**src/tcoc_map.svh**
```systemverilog
`ifndef TCOC_MAP_SVH
`define TCOC_MAP_SVH

// Register byte offsets
`define TCOC_OFF_CTRL 8'h00
`define TCOC_OFF_MDATA 8'h04
`define TCOC_OFF_SDATA 8'h08
`define TCOC_OFF_OUT 8'h0C
`define TCOC_OFF_STAT 8'h10
`define TCOC_OFF_MASK 8'h14
`define TCOC_OFF_CAPT 8'h18
`define TCOC_OFF_CNT 8'h1C

// Control register fields
`define TCOC_CTRL_RUN 0
`define TCOC_CTRL_OMODE 1
`define TCOC_CTRL_POL 2
`define TCOC_CTRL_OEN 3
`define TCOC_CTRL_CKS_LO 4
`define TCOC_CTRL_CKS_HI 7
`define TCOC_CTRL_FUNC_LO 8
`define TCOC_CTRL_FUNC_HI 9
`define TCOC_CTRL_WIDTH 10
`define TCOC_CTRL_BITS 11

// Status and mask fields
`define TCOC_ST_MASTER 0
`define TCOC_ST_SLAVE 1
`define TCOC_ST_CAPT 2
`define TCOC_ST_BITS 3

// Reset values
`define TCOC_CTRL_RST 11'h000
`define TCOC_DATA_RST 16'h0000
`define TCOC_MASK_RST 3'h0

`endif

```
**src/tcoc_pkg.sv**
```systemverilog
package tcoc_pkg;

	typedef enum logic [1:0] {
		TCOC_FN_PWM = 2'b00,
		TCOC_FN_ONESHOT = 2'b01,
		TCOC_FN_CAPTURE = 2'b10
	} tcoc_func_e;

	typedef logic [15:0] tcoc_data_t;

endpackage

```
**src/tcoc_top.sv**
```systemverilog
`timescale 1ns/1ns
`include "tcoc_map.svh"

// Behaviour
// Toggle mode inverts the output pin on every output change event after start.
// Toggle mode ignores the output polarity setting.
// Combination mode takes the active output level from the polarity setting.
// A polarity change in combination mode applies at the next set or reset.
// Writing the polarity setting alone never changes the present pin level.
// Slave set after master interrupt is delayed one count clock.
// Reset wins over set when both occur in the same cycle.
// Interrupt output change and software output write together still give a correct pin.
// Capture input is sampled on the operating clock, error up to one operating clock.
// Master period and slave duty data load together at the master interrupt.
// Software rewrites both PWM data values right after the master interrupt.
// One-shot: master data after master interrupt, slave data after slave interrupt.
// Software sets default level with output disabled, then enables before starting.
module tcoc_top #(
	parameter int DW = 16
) (
	// Clock and reset
	input wire logic clk_i,
	input wire logic rst_i,
	// Wishbone slave
	input wire logic wb_cyc_i,
	input wire logic wb_stb_i,
	input wire logic wb_we_i,
	input wire logic [7:0] wb_adr_i,
	input wire logic [3:0] wb_sel_i,
	input wire logic [31:0] wb_dat_i,
	output logic [31:0] wb_dat_o,
	output logic wb_ack_o,
	// Timer pins
	input wire logic capture_input_pin_i,
	output logic channel_output_pin_o,
	output logic channel_output_enable_o,
	// Interrupt
	output logic irq_o
);
	////////////////////////////////////////////////////////////////////////////////
	function automatic logic [31:0] merge(input logic [31:0] old, input logic [31:0] wd, input logic [3:0] sel);
		logic [31:0] res;
		res = old;
		for (int b = 0; b < 4; b++) begin
			if (sel[b]) begin
				res[b*8 +: 8] = wd[b*8 +: 8];
			end
		end
		return res;
	endfunction

	logic [`TCOC_CTRL_BITS-1:0] ctrl_r, ctrl_nxt;
	logic [DW-1:0] mdata_r, mdata_nxt, sdata_r, sdata_nxt;
	logic [`TCOC_ST_BITS-1:0] stat_r, stat_nxt, mask_r, mask_nxt;
	logic [31:0] rdat_nxt;
	logic ack_nxt, irq_nxt;
	logic take, wr, sw_out_wr;
	tcoc_pkg::tcoc_func_e func;
	logic run, comb_mode, pol;

	assign take = wb_cyc_i && wb_stb_i && !wb_ack_o;
	assign wr = take && wb_we_i;
	assign sw_out_wr = wr && (wb_adr_i == `TCOC_OFF_OUT) && wb_sel_i[0];
	assign func = tcoc_pkg::tcoc_func_e'(ctrl_r[`TCOC_CTRL_FUNC_HI:`TCOC_CTRL_FUNC_LO]);
	assign run = ctrl_r[`TCOC_CTRL_RUN];
	assign comb_mode = ctrl_r[`TCOC_CTRL_OMODE];
	assign pol = ctrl_r[`TCOC_CTRL_POL];

	////////////////////////////////////////////////////////////////////////////////
	logic tick, m_load, m_exp, s_load, s_exp, s_en;
	logic [DW-1:0] mcnt, scnt;
	logic run_d_r, s_act_r, s_act_nxt, set_pend_r, set_pend_nxt, armed_r, armed_nxt;
	logic start, trig, master_irq, set_ev, rst_ev;

	tcoc_prescale #(.PW(16)) u_pre (
		.clk_i(clk_i),
		.rst_i(rst_i),
		.cks_i(ctrl_r[`TCOC_CTRL_CKS_HI:`TCOC_CTRL_CKS_LO]),
		.tick_o(tick)
	);

	tcoc_down_counter #(.DW(DW)) u_master (
		.clk_i(clk_i),
		.rst_i(rst_i),
		.load_i(m_load),
		.load_val_i(mdata_r),
		.tick_i(tick),
		.en_i(run && armed_r),
		.count_o(mcnt),
		.expire_o(m_exp)
	);

	tcoc_down_counter #(.DW(DW)) u_slave (
		.clk_i(clk_i),
		.rst_i(rst_i),
		.load_i(s_load),
		.load_val_i(sdata_r),
		.tick_i(tick),
		.en_i(s_en),
		.count_o(scnt),
		.expire_o(s_exp)
	);

	////////////////////////////////////////////////////////////////////////////////
	// Capture input is looked at only on the operating clock tick
	logic cap_smp_r, cap_smp_nxt, cap_prev_r, cap_prev_nxt, cap_ev;
	logic [DW-1:0] cap_cnt_r, cap_cnt_nxt, capt_r, capt_nxt;

	always_comb begin
		cap_smp_nxt = tick ? capture_input_pin_i : cap_smp_r;
		cap_prev_nxt = tick ? cap_smp_r : cap_prev_r;
		cap_ev = tick && run && (func == tcoc_pkg::TCOC_FN_CAPTURE) && (cap_smp_r != cap_prev_r)
			&& (cap_smp_r || ctrl_r[`TCOC_CTRL_WIDTH]);
		cap_cnt_nxt = cap_cnt_r;
		capt_nxt = capt_r;
		if (cap_ev) begin
			capt_nxt = cap_cnt_r;
			cap_cnt_nxt = '0;
		end else if (tick && run) begin
			cap_cnt_nxt = cap_cnt_r + DW'(1);
		end
	end

	always_ff @(posedge clk_i) begin
		if (rst_i) begin
			cap_smp_r <= 1'b0;
			cap_prev_r <= 1'b0;
			cap_cnt_r <= '0;
			capt_r <= '0;
		end else begin
			cap_smp_r <= cap_smp_nxt;
			cap_prev_r <= cap_prev_nxt;
			cap_cnt_r <= cap_cnt_nxt;
			capt_r <= capt_nxt;
		end
	end

	////////////////////////////////////////////////////////////////////////////////
	// Channel sequencing: PWM reloads each period, one-shot fires once per trigger edge
	always_comb begin
		start = run && !run_d_r;
		trig = (func == tcoc_pkg::TCOC_FN_ONESHOT) && tick && run && cap_smp_r && !cap_prev_r && !armed_r;
		master_irq = m_exp && (func != tcoc_pkg::TCOC_FN_CAPTURE);
		armed_nxt = armed_r;
		unique case (func)
			tcoc_pkg::TCOC_FN_PWM: armed_nxt = run;
			tcoc_pkg::TCOC_FN_ONESHOT: begin
				if (trig) begin
					armed_nxt = 1'b1;
				end else if (master_irq || !run) begin
					armed_nxt = 1'b0;
				end
			end
			default: armed_nxt = 1'b0;
		endcase
		m_load = (start && func == tcoc_pkg::TCOC_FN_PWM) || trig
			|| (master_irq && func == tcoc_pkg::TCOC_FN_PWM);
		s_load = master_irq;
		s_act_nxt = s_load ? 1'b1 : (s_exp ? 1'b0 : s_act_r);
		s_en = s_act_r && run;
		set_pend_nxt = master_irq ? 1'b1 : ((tick || !run) ? 1'b0 : set_pend_r);
		set_ev = set_pend_r && tick && run;
		rst_ev = s_exp;
	end

	always_ff @(posedge clk_i) begin
		if (rst_i) begin
			run_d_r <= 1'b0;
			armed_r <= 1'b0;
			s_act_r <= 1'b0;
			set_pend_r <= 1'b0;
		end else begin
			run_d_r <= run;
			armed_r <= armed_nxt;
			s_act_r <= s_act_nxt;
			set_pend_r <= set_pend_nxt;
		end
	end

	////////////////////////////////////////////////////////////////////////////////
	// Output level; polarity is only consulted when a set or reset happens
	logic out_r, out_nxt, oen_nxt;

	always_comb begin
		out_nxt = out_r;
		if (sw_out_wr) begin
			out_nxt = wb_dat_i[0];
		end
		if (!comb_mode) begin
			if (master_irq) begin
				out_nxt = !out_nxt;
			end
		end else if (rst_ev) begin
			out_nxt = pol;
		end else if (set_ev) begin
			out_nxt = !pol;
		end
		oen_nxt = ctrl_nxt[`TCOC_CTRL_OEN];
	end

	always_ff @(posedge clk_i) begin
		if (rst_i) begin
			out_r <= 1'b0;
			channel_output_enable_o <= 1'b0;
		end else begin
			out_r <= out_nxt;
			channel_output_enable_o <= oen_nxt;
		end
	end

	assign channel_output_pin_o = out_r;

	////////////////////////////////////////////////////////////////////////////////
	// Register file; unmapped reads give zero and unmapped writes are dropped
	logic [`TCOC_ST_BITS-1:0] ev, clr;
	logic [31:0] mrg;

	always_comb begin
		ctrl_nxt = ctrl_r;
		mdata_nxt = mdata_r;
		sdata_nxt = sdata_r;
		mask_nxt = mask_r;
		clr = '0;
		mrg = 32'h0000_0000;
		rdat_nxt = wb_dat_o;
		ev = '0;
		ev[`TCOC_ST_MASTER] = master_irq;
		ev[`TCOC_ST_SLAVE] = s_exp;
		ev[`TCOC_ST_CAPT] = cap_ev;
		if (wr) begin
			unique case (wb_adr_i)
				`TCOC_OFF_CTRL: begin
					mrg = merge(32'(ctrl_r), wb_dat_i, wb_sel_i);
					ctrl_nxt = mrg[`TCOC_CTRL_BITS-1:0];
				end
				`TCOC_OFF_MDATA: begin
					mrg = merge(32'(mdata_r), wb_dat_i, wb_sel_i);
					mdata_nxt = mrg[DW-1:0];
				end
				`TCOC_OFF_SDATA: begin
					mrg = merge(32'(sdata_r), wb_dat_i, wb_sel_i);
					sdata_nxt = mrg[DW-1:0];
				end
				`TCOC_OFF_STAT: clr = wb_sel_i[0] ? wb_dat_i[`TCOC_ST_BITS-1:0] : '0;
				`TCOC_OFF_MASK: mask_nxt = wb_sel_i[0] ? wb_dat_i[`TCOC_ST_BITS-1:0] : mask_r;
				default: ;
			endcase
		end
		stat_nxt = (stat_r & ~clr) | ev;
		if (take) begin
			unique case (wb_adr_i)
				`TCOC_OFF_CTRL: rdat_nxt = 32'(ctrl_r);
				`TCOC_OFF_MDATA: rdat_nxt = 32'(mdata_r);
				`TCOC_OFF_SDATA: rdat_nxt = 32'(sdata_r);
				`TCOC_OFF_OUT: rdat_nxt = 32'(out_r);
				`TCOC_OFF_STAT: rdat_nxt = 32'(stat_r);
				`TCOC_OFF_MASK: rdat_nxt = 32'(mask_r);
				`TCOC_OFF_CAPT: rdat_nxt = 32'(capt_r);
				`TCOC_OFF_CNT: rdat_nxt = 32'(mcnt);
				default: rdat_nxt = 32'h0000_0000;
			endcase
		end
		ack_nxt = take;
		irq_nxt = |(stat_nxt & mask_nxt);
	end

	always_ff @(posedge clk_i) begin
		if (rst_i) begin
			ctrl_r <= `TCOC_CTRL_RST;
			mdata_r <= `TCOC_DATA_RST;
			sdata_r <= `TCOC_DATA_RST;
			stat_r <= '0;
			mask_r <= `TCOC_MASK_RST;
			wb_dat_o <= 32'h0000_0000;
			wb_ack_o <= 1'b0;
			irq_o <= 1'b0;
		end else begin
			ctrl_r <= ctrl_nxt;
			mdata_r <= mdata_nxt;
			sdata_r <= sdata_nxt;
			stat_r <= stat_nxt;
			mask_r <= mask_nxt;
			wb_dat_o <= rdat_nxt;
			wb_ack_o <= ack_nxt;
			irq_o <= irq_nxt;
		end
	end
endmodule

```
**src/tcoc_prescale.sv**
```systemverilog
`timescale 1ns/1ns

module tcoc_prescale #(
	parameter int PW = 16
) (
	// Clock and reset
	input wire logic clk_i,
	input wire logic rst_i,
	// Divider control
	input wire logic [3:0] cks_i,
	output logic tick_o
);
	logic [PW-1:0] cnt_r;
	logic [PW-1:0] cnt_nxt;
	logic tick_nxt;
	logic [PW-1:0] top;

	// Operating clock is clk_i divided by two to the power cks
	always_comb begin
		top = PW'((32'h0000_0001 << cks_i) - 32'h0000_0001);
		// Greater-or-equal so that lowering cks mid-run does not wait for a counter wrap
		tick_nxt = (cnt_r >= top);
		cnt_nxt = tick_nxt ? '0 : cnt_r + PW'(1);
	end

	always_ff @(posedge clk_i) begin
		if (rst_i) begin
			cnt_r <= '0;
			tick_o <= 1'b0;
		end else begin
			cnt_r <= cnt_nxt;
			tick_o <= tick_nxt;
		end
	end
endmodule

```
**src/tcoc_down_counter.sv**
```systemverilog
`timescale 1ns/1ns

module tcoc_down_counter #(
	parameter int DW = 16
) (
	// Clock and reset
	input wire logic clk_i,
	input wire logic rst_i,
	// Control
	input wire logic load_i,
	input wire logic [DW-1:0] load_val_i,
	input wire logic tick_i,
	input wire logic en_i,
	// Status
	output logic [DW-1:0] count_o,
	output logic expire_o
);
	logic [DW-1:0] count_nxt;

	// Expiry is seen even in a load cycle, so a reload never hides a reset
	always_comb begin
		expire_o = tick_i && en_i && (count_o == '0);
		count_nxt = count_o;
		if (load_i) begin
			count_nxt = load_val_i;
		end else if (tick_i && en_i && count_o != '0) begin
			count_nxt = count_o - DW'(1);
		end
	end

	always_ff @(posedge clk_i) begin
		if (rst_i) begin
			count_o <= '0;
		end else begin
			count_o <= count_nxt;
		end
	end
endmodule

```
**config.mk**
```make
export PLATFORM = sky130hd
export DESIGN_NAME = tcoc_top
export DESIGN_NICKNAME = d
export VERILOG_FILES = /design/src/tcoc_pkg.sv /design/src/tcoc_top.sv /design/src/tcoc_prescale.sv /design/src/tcoc_down_counter.sv
export VERILOG_INCLUDE_DIRS = /design/src
export SDC_FILE = /design/constraint.sdc
export NUM_CORES = 1
export LEC_CHECK = 0
export BUFFER_PORTS_ARGS = -buffer_cell sky130_fd_sc_hd__clkbuf_2
export CAP_MARGIN = 20
export CORE_ASPECT_RATIO = 0.5
export CORE_MARGIN = 1
export CORE_UTILIZATION = 60
export DETAILED_ROUTE_END_ITERATION = 8
export GPL_TIMING_DRIVEN = 0
export PLACE_DENSITY = 0.81
export SLEW_MARGIN = 20
export SYNTH_ARGS = -nofsm -noshare
export SYNTH_HDL_FRONTEND = slang
export SYNTH_SLANG_ARGS = --single-unit
```
**constraint.sdc**
```tcl
create_clock -name clk_i -period 7.88 [get_ports clk_i]
set_input_delay 0.394 -clock clk_i [delete_from_list [all_inputs] [get_ports clk_i]]
set_output_delay 0.394 -clock clk_i [all_outputs]
set_load 0.02 [all_outputs]
```
Word-level counts from Yosys, hierarchy flattened
Cells that the tools add are included.
Widths: inputs -> output; s select.
- add/sub/neg operators: 5
- magnitude comparators: 1
- eq/ne operators: 12
- shifts and indexed selects: 1
- mux-type cells: 23
- bitwise logic cells: 4
- reduce and logical (&&, ||, !) cells: 59
- operators by type and width (operator ; number):
    $pmux 16 s8 ; 1
    $mux 16 ; 4
    $sub 16x1->16 const B ; 3
    $add 16x1->16 const B ; 2
    $eq 8x5->1 const B ; 4
    $logic_not 16->1 ; 2
    $reduce_bool 16->1 ; 2
    $logic_and 1x1->1 ; 28
    $mux 3 ; 6
    $reduce_and 3->1 ; 6
    $eq 8x4->1 const B ; 2
    $ge 16x16->1 ; 1
    $shl 1x4->16 const A ; 1
    $mux 1 ; 11
    $eq 8x3->1 const B ; 1
    $logic_not 8->1 ; 1
    $reduce_bool 2->1 ; 4
    $logic_not 1->1 ; 7
    $and 3x3->3 ; 2
    $logic_or 1x1->1 ; 5
    $reduce_or 2->1 ; 2
    $ne 3x2->1 const B ; 1
    $not 3->3 ; 1
    $or 3x3->3 ; 1
    7 further kinds ; 7
- register bits after elaboration: 171
- bits of input ports: 50
- output and inout port bits: 36
- word-level logic and storage cells: 130

Longest topological paths before layout
- word-level depth: 9
- mapped depth: 14
- mapped depth without buffers: 13

Modules after synthesis
A second synthesis with hierarchy kept.
- cell total of the unflattened synthesis: 970
- area, all modules: 8210.4 um^2
- by module, submodules not included (module ; instances ; cells each ; area each (um^2) ; sequential area each (um^2)):
    tcoc_top ; 1 ; 554 ; 4804.6 ; 2122.0
    tcoc_down_counter ; 2 ; 133 ; 1073.5 ; 320.3
    tcoc_prescale ; 1 ; 150 ; 1258.7 ; 340.3

Worst setup path after synthesis
No wires, ideal clock.
- path type: register -> register
- start point: register ctrl_r[4]
- end point: register u_pre.cnt_r[10]
- setup time: 0.078 ns
- arrival: 3.044 ns
- required time: 7.802 ns
- slack: 4.758 ns
- cell stages (with the launch flop): 15
- buffers on the path: 1
- period minus slack after synthesis: 3.122 ns
- cells stage by stage: dfxtp_1 -> or2_2 -> or3_1 -> ha_1 -> or2_2 -> o21ai_0 -> a22o_1 -> a21oi_1 -> ha_1 -> a21o_1 -> a21oi_1 -> o21ai_0 -> a21o_1 -> clkbuf_1 -> nor3_1
- cells in the longest elaborated chain, start to end: 4
- RTL lines (what ; line ; text):
    start: declaration ; tcoc_top.sv:52 ; logic [`TCOC_CTRL_BITS-1:0] ctrl_r, ctrl_nxt;
    start signal: assignment ; tcoc_top.sv:269 ; ctrl_r <= `TCOC_CTRL_RST;
    start signal: assignment ; tcoc_top.sv:278 ; ctrl_r <= ctrl_nxt;
    $shl 1x4->16 ; tcoc_prescale.sv:20 ; top = PW'((32'h0000_0001 << cks_i) - 32'h0000_0001);
    $sub 16x1->16 ; tcoc_prescale.sv:20 ;
    $ge 16x16->1 ; tcoc_prescale.sv:22 ; tick_nxt = (cnt_r >= top);
    $reduce_or 2->1 (no source line) ; -- ;
    end signal: assignment ; tcoc_prescale.sv:31 ; cnt_r <= cnt_nxt;
    end: declaration ; tcoc_prescale.sv:13 ; logic [PW-1:0] cnt_r;
Every way passes these cells.
A chain may end at the register's enable or synchronous reset.

Worst setup path in the final report
- start point: register ctrl_r[4]
- end point: register u_pre.cnt_r[13]
Same word-level chain as after synthesis.

==> flow_summary_export.csv <==
group,metric,value,unit
layout,n_antenna_cell,0,
pwr,p_leak,3.25,nW
floorplan,rows,28,
worst_setup_path,crit_arrival,4.00,ns
drt,detail-route-antenna-nets,0,
drt,wl_met2,9.35,mm
drt,routed-via-count,6802,
layout,final_nets,1019,
placed_design,dp_hpwl,15.5,mm
worst_hold_path,hp-class,"input port to register",
yosys,synth.largest_area_cell,"dfxtp_1",
floorplan,die_w,161,um
yosys,async_flop_share,0,
timing,timing.fmax,268,MHz
pwr,p_int,1.29,mW
placed_design,routabilityCongestion,0.942,
pwr,p_seq_frac,0.467,
timing,grt_setup_unrepaired,"false",
yosys,synth_seq_cells,155,
yosys,synth_cells,867,
clocking,htreeDepth,4,
yosys,synth_area_leaders,"dfxtp_1 (41%), mux2i_1 (7.1%), nor2_1 (6.3%)",
yosys,yosys_warnings,0,
yosys,syn_area,0.00762,mm^2
drt,drt_pass1_iterations,6,
timing,hold_violations,0,
worst_setup_path,crit_required,8.16,ns
worst_setup_path,reg2reg_from,"ctrl_r[4]",
worst_setup_path,critPathMaxStageDelay,0.41,ns
yosys,synth_top_family_by_area,"simple AND/OR/NAND/NOR gates",
yosys,synth_fa_ha_area_frac,0.0345,
pwr,pwr-share-comb,0.038,
pwr,power_switching,0.401,mW
layout,drive_above_1_share,0.136,
floorplan,ios,86,
timing,relSlewSlack,0.324,
clocking,clock_path_buffers,2,
placed_design,place.port_buffers,47,
yosys,synth_ff_type,"dfxtp_1",
pwr,switching_share,0.238,
worst_setup_path,critPathKind,"register to register",
timing,final.setup_skew,0.00847,ns
clocking,cts.sinks,155,
drt,drt_iter0_markers,828,
drt,avgViaCountPerCell,6.04,
yosys,yosysSeqAreaShare,0.407,
grt,grt_overflow,0,
grt,antenna_found_initial,0,
drt,drt-total-wl,20.9,mm
worst_setup_path,reg2reg_to,"u_pre.cnt_r[13]",
yosys,synth_compound_area_frac,0.142,
worst_setup_path,crit_buf_inv,1,
timing,finalSetupTns,0,ns
floorplan,core-area,0.0121,mm^2
run_status,status,"completed",
timing,fin_crit,3.72,ns
clocking,ctsHoldBuffers,0,
clocking,cts_buffers,17,
worst_setup_path,regToRegSetupSlack,4.16,ns
floorplan,die_h,81.7,um
yosys,synthXorXnorAreaFrac,0.0632,
clocking,insertion_delay,0.43,ns
yosys,synthTopCellsByCount,"dfxtp_1 (155), nor2_1 (127), nand2_1 (57), mux2i_1 (54), a21oi_1 (49)",
pwr,p_per_area,193,mW/mm^2
worst_setup_path,cpLargestDelayFamily,"simple AND/OR/NAND/NOR gates",
worst_setup_path,cp_max_fo,10,
timing,finalSetupViolations,0,
flow_run,drv_cap,0,
worst_setup_path,end_kind,"register",
pwr,p_total,1.69,mW
grt,grt_max_degree,17,
drt,drc,0,
timing,fin_crit_sh,0.473,
worst_setup_path,start_kind,"register",
yosys,syn_area_per_cell,8.79,um^2
worst_setup_path,rr_worst_depth,14,
worst_setup_path,cpMaxStageDelayCell,"clkbuf_1",
yosys,synth.most_common_cell,"dfxtp_1",
worst_setup_path,cp_cell_sequence,"or2_2 > or3_1 > ha_1 > or2_2 > o21ai_0 > a22o_1 > a21oi_1 > ha_1 > a21o_1 > a21oi_1 > o21ai_0 > a21o_1 > clkbuf_1 > nor3_1",
clocking,cts_setup_buffers,0,
grt,grtUsageTotal,0.334,
grt,grt_pass1_wl,33.3,mm
yosys,synth.area.mux_share,0.0827,
yosys,synth_top_area_frac,0.407,
pwr,clockPowerShare,0.495,
drt,met1_length,8.94,mm
pwr,peakVddDrop,0.162,mV
worst_hold_path,holdPathStages,3,
clocking,clk_pin_slew,0.07,ns
timing,tightest_slew,1.01,ns
clocking,root_buffer,"clkbuf_16",
floorplan,initial_utilization,0.631,
worst_hold_path,worstHoldStart,"capture_input_pin_i",
worst_hold_path,whs_endpoint,"cap_smp_r",
drt,met3WireLength,2.18,mm
floorplan,die_area,0.0132,mm^2
clocking,cts_tree,"done",
yosys,synth_edf_count,0,
drt,dr.max_layer_used,"met4",
drt,wire_per_inst,18.6,um
yosys,ys_types,65,
clocking,ctsResizeCount,0,
grt,grt_pass1_vias,6512,
layout,syn2layout_area_growth,14.4,%
yosys,yosys.area_share.simple,0.221,
timing,maxSlewViolCount,0,
==> layout make-up <==
cell class,count,area [um^2]
clock buffers,18,439
repair buffers,47,235
well taps,165,206
multi-input cells,647,4200
clock inverters,14,161
fillers,910,3360
flip-flops and latches,155,3100
inverters,14,52.6
plain buffers,66,320
==> worst reg2reg max path, stage by stage, from the launching register on <==
cell and delay (ns):
dfxtp_1 0.40, or2_2 0.37, or3_1 0.35, ha_1 0.28, or2_2 0.32, o21ai_0 0.17
a22o_1 0.15, a21oi_1 0.08, ha_1 0.33, a21o_1 0.12, a21oi_1 0.06, o21ai_0 0.16
a21o_1 0.28, clkbuf_1 0.41, nor3_1 0.11
==> power groups by stage <==
| stage | logic, mW | registers [mW] | clock network, mW |
|---|---|---|---|
| 2_1_floorplan | 0.0389 | 0.804 | 0 |
| 3_3_place_gp | 0.0610 | 0.805 | 0 |
| 3_5_place_dp | 0.0622 | 0.805 | 0 |
| 4_1_cts | 0.0623 | 0.787 | 0.834 |
| 5_1_grt | 0.0680 | 0.787 | 0.868 |
| 6_report | 0.0639 | 0.787 | 0.835 |
==> stage by stage <==
stage / hold slack [ns] / util / instances / cell area, um^2 / setup slack [ns]
after floorplan: 0.447 / - / 882 / 7680 / 4.76
after global placement: 0.434 / 0.672 / 1094 / 8120 / 4.33
after detailed placement: 0.438 / 0.672 / 1094 / 8120 / 4.19
after CTS: 0.206 / 0.722 / 1126 / 8720 / 4.18
after global routing: 0.233 / 0.722 / 1126 / 8720 / 3.93
final: 0.203 / 0.722 / 1126 / 8720 / 4.16
==> sequential cells by signal (all words and copies together), names as in the netlist, 3 cells and up <==
signal	count
u_master.count_o	16
capt_r	16
u_slave.count_o	16
wb_dat_o	16
mdata_r	16
u_pre.cnt_r	16
sdata_r	16
ctrl_r	11
stat_r	3
mask_r	3
cap_cnt_r	16
==> worst max path at each step <==
stage / end / cells after the start / startpoint
2_1_floorplan: u_pre.cnt_r[10] / 14 / ctrl_r[4]
3_3_place_gp: u_pre.cnt_r[12] / 14 / ctrl_r[4]
3_5_place_dp: u_pre.cnt_r[12] / 14 / ctrl_r[4]
4_1_cts: u_pre.cnt_r[13] / 14 / ctrl_r[4]
5_1_grt: u_pre.cnt_r[7] / 14 / ctrl_r[4]
6_report: u_pre.cnt_r[13] / 14 / ctrl_r[4]
==> cell families after synthesis <==
family          Yosys count
compound gates          159
xor+xnor                 55
fa+ha+maj                21
buf+inv                  80
flops                   155
mux                      59
other cells               2
simple gates            336
==> placed cells by master (no fill, tap or decap), types with 9 or more instances in the layout <==
cell type	instances
and3_1	9
xor2_1	29
nor2_1	127
nand4_1	12
nand3_1	39
conb_1	17
a21o_1	15
buf_4	16
clkbuf_16	17
inv_1	14
buf_2	10
a211oi_1	30
nand2_1	57
a22oi_1	9
a21oi_1	49
clkbuf_1	40
dfxtp_1	155
o21ai_0	18
nor3_1	30
ha_1	21
clkbuf_2	47
xnor2_1	26
mux2i_1	54
==> routing by layer <==
layer | track usage | up-vias
li1 | - | 3238
met1 | 0.426 | 3228
met2 | 0.551 | 289
met3 | 0.0894 | 47
met4 | 0.121 | 0
met5 | 0 | -
No activity file was read; power rests on OpenSTA's default activity.
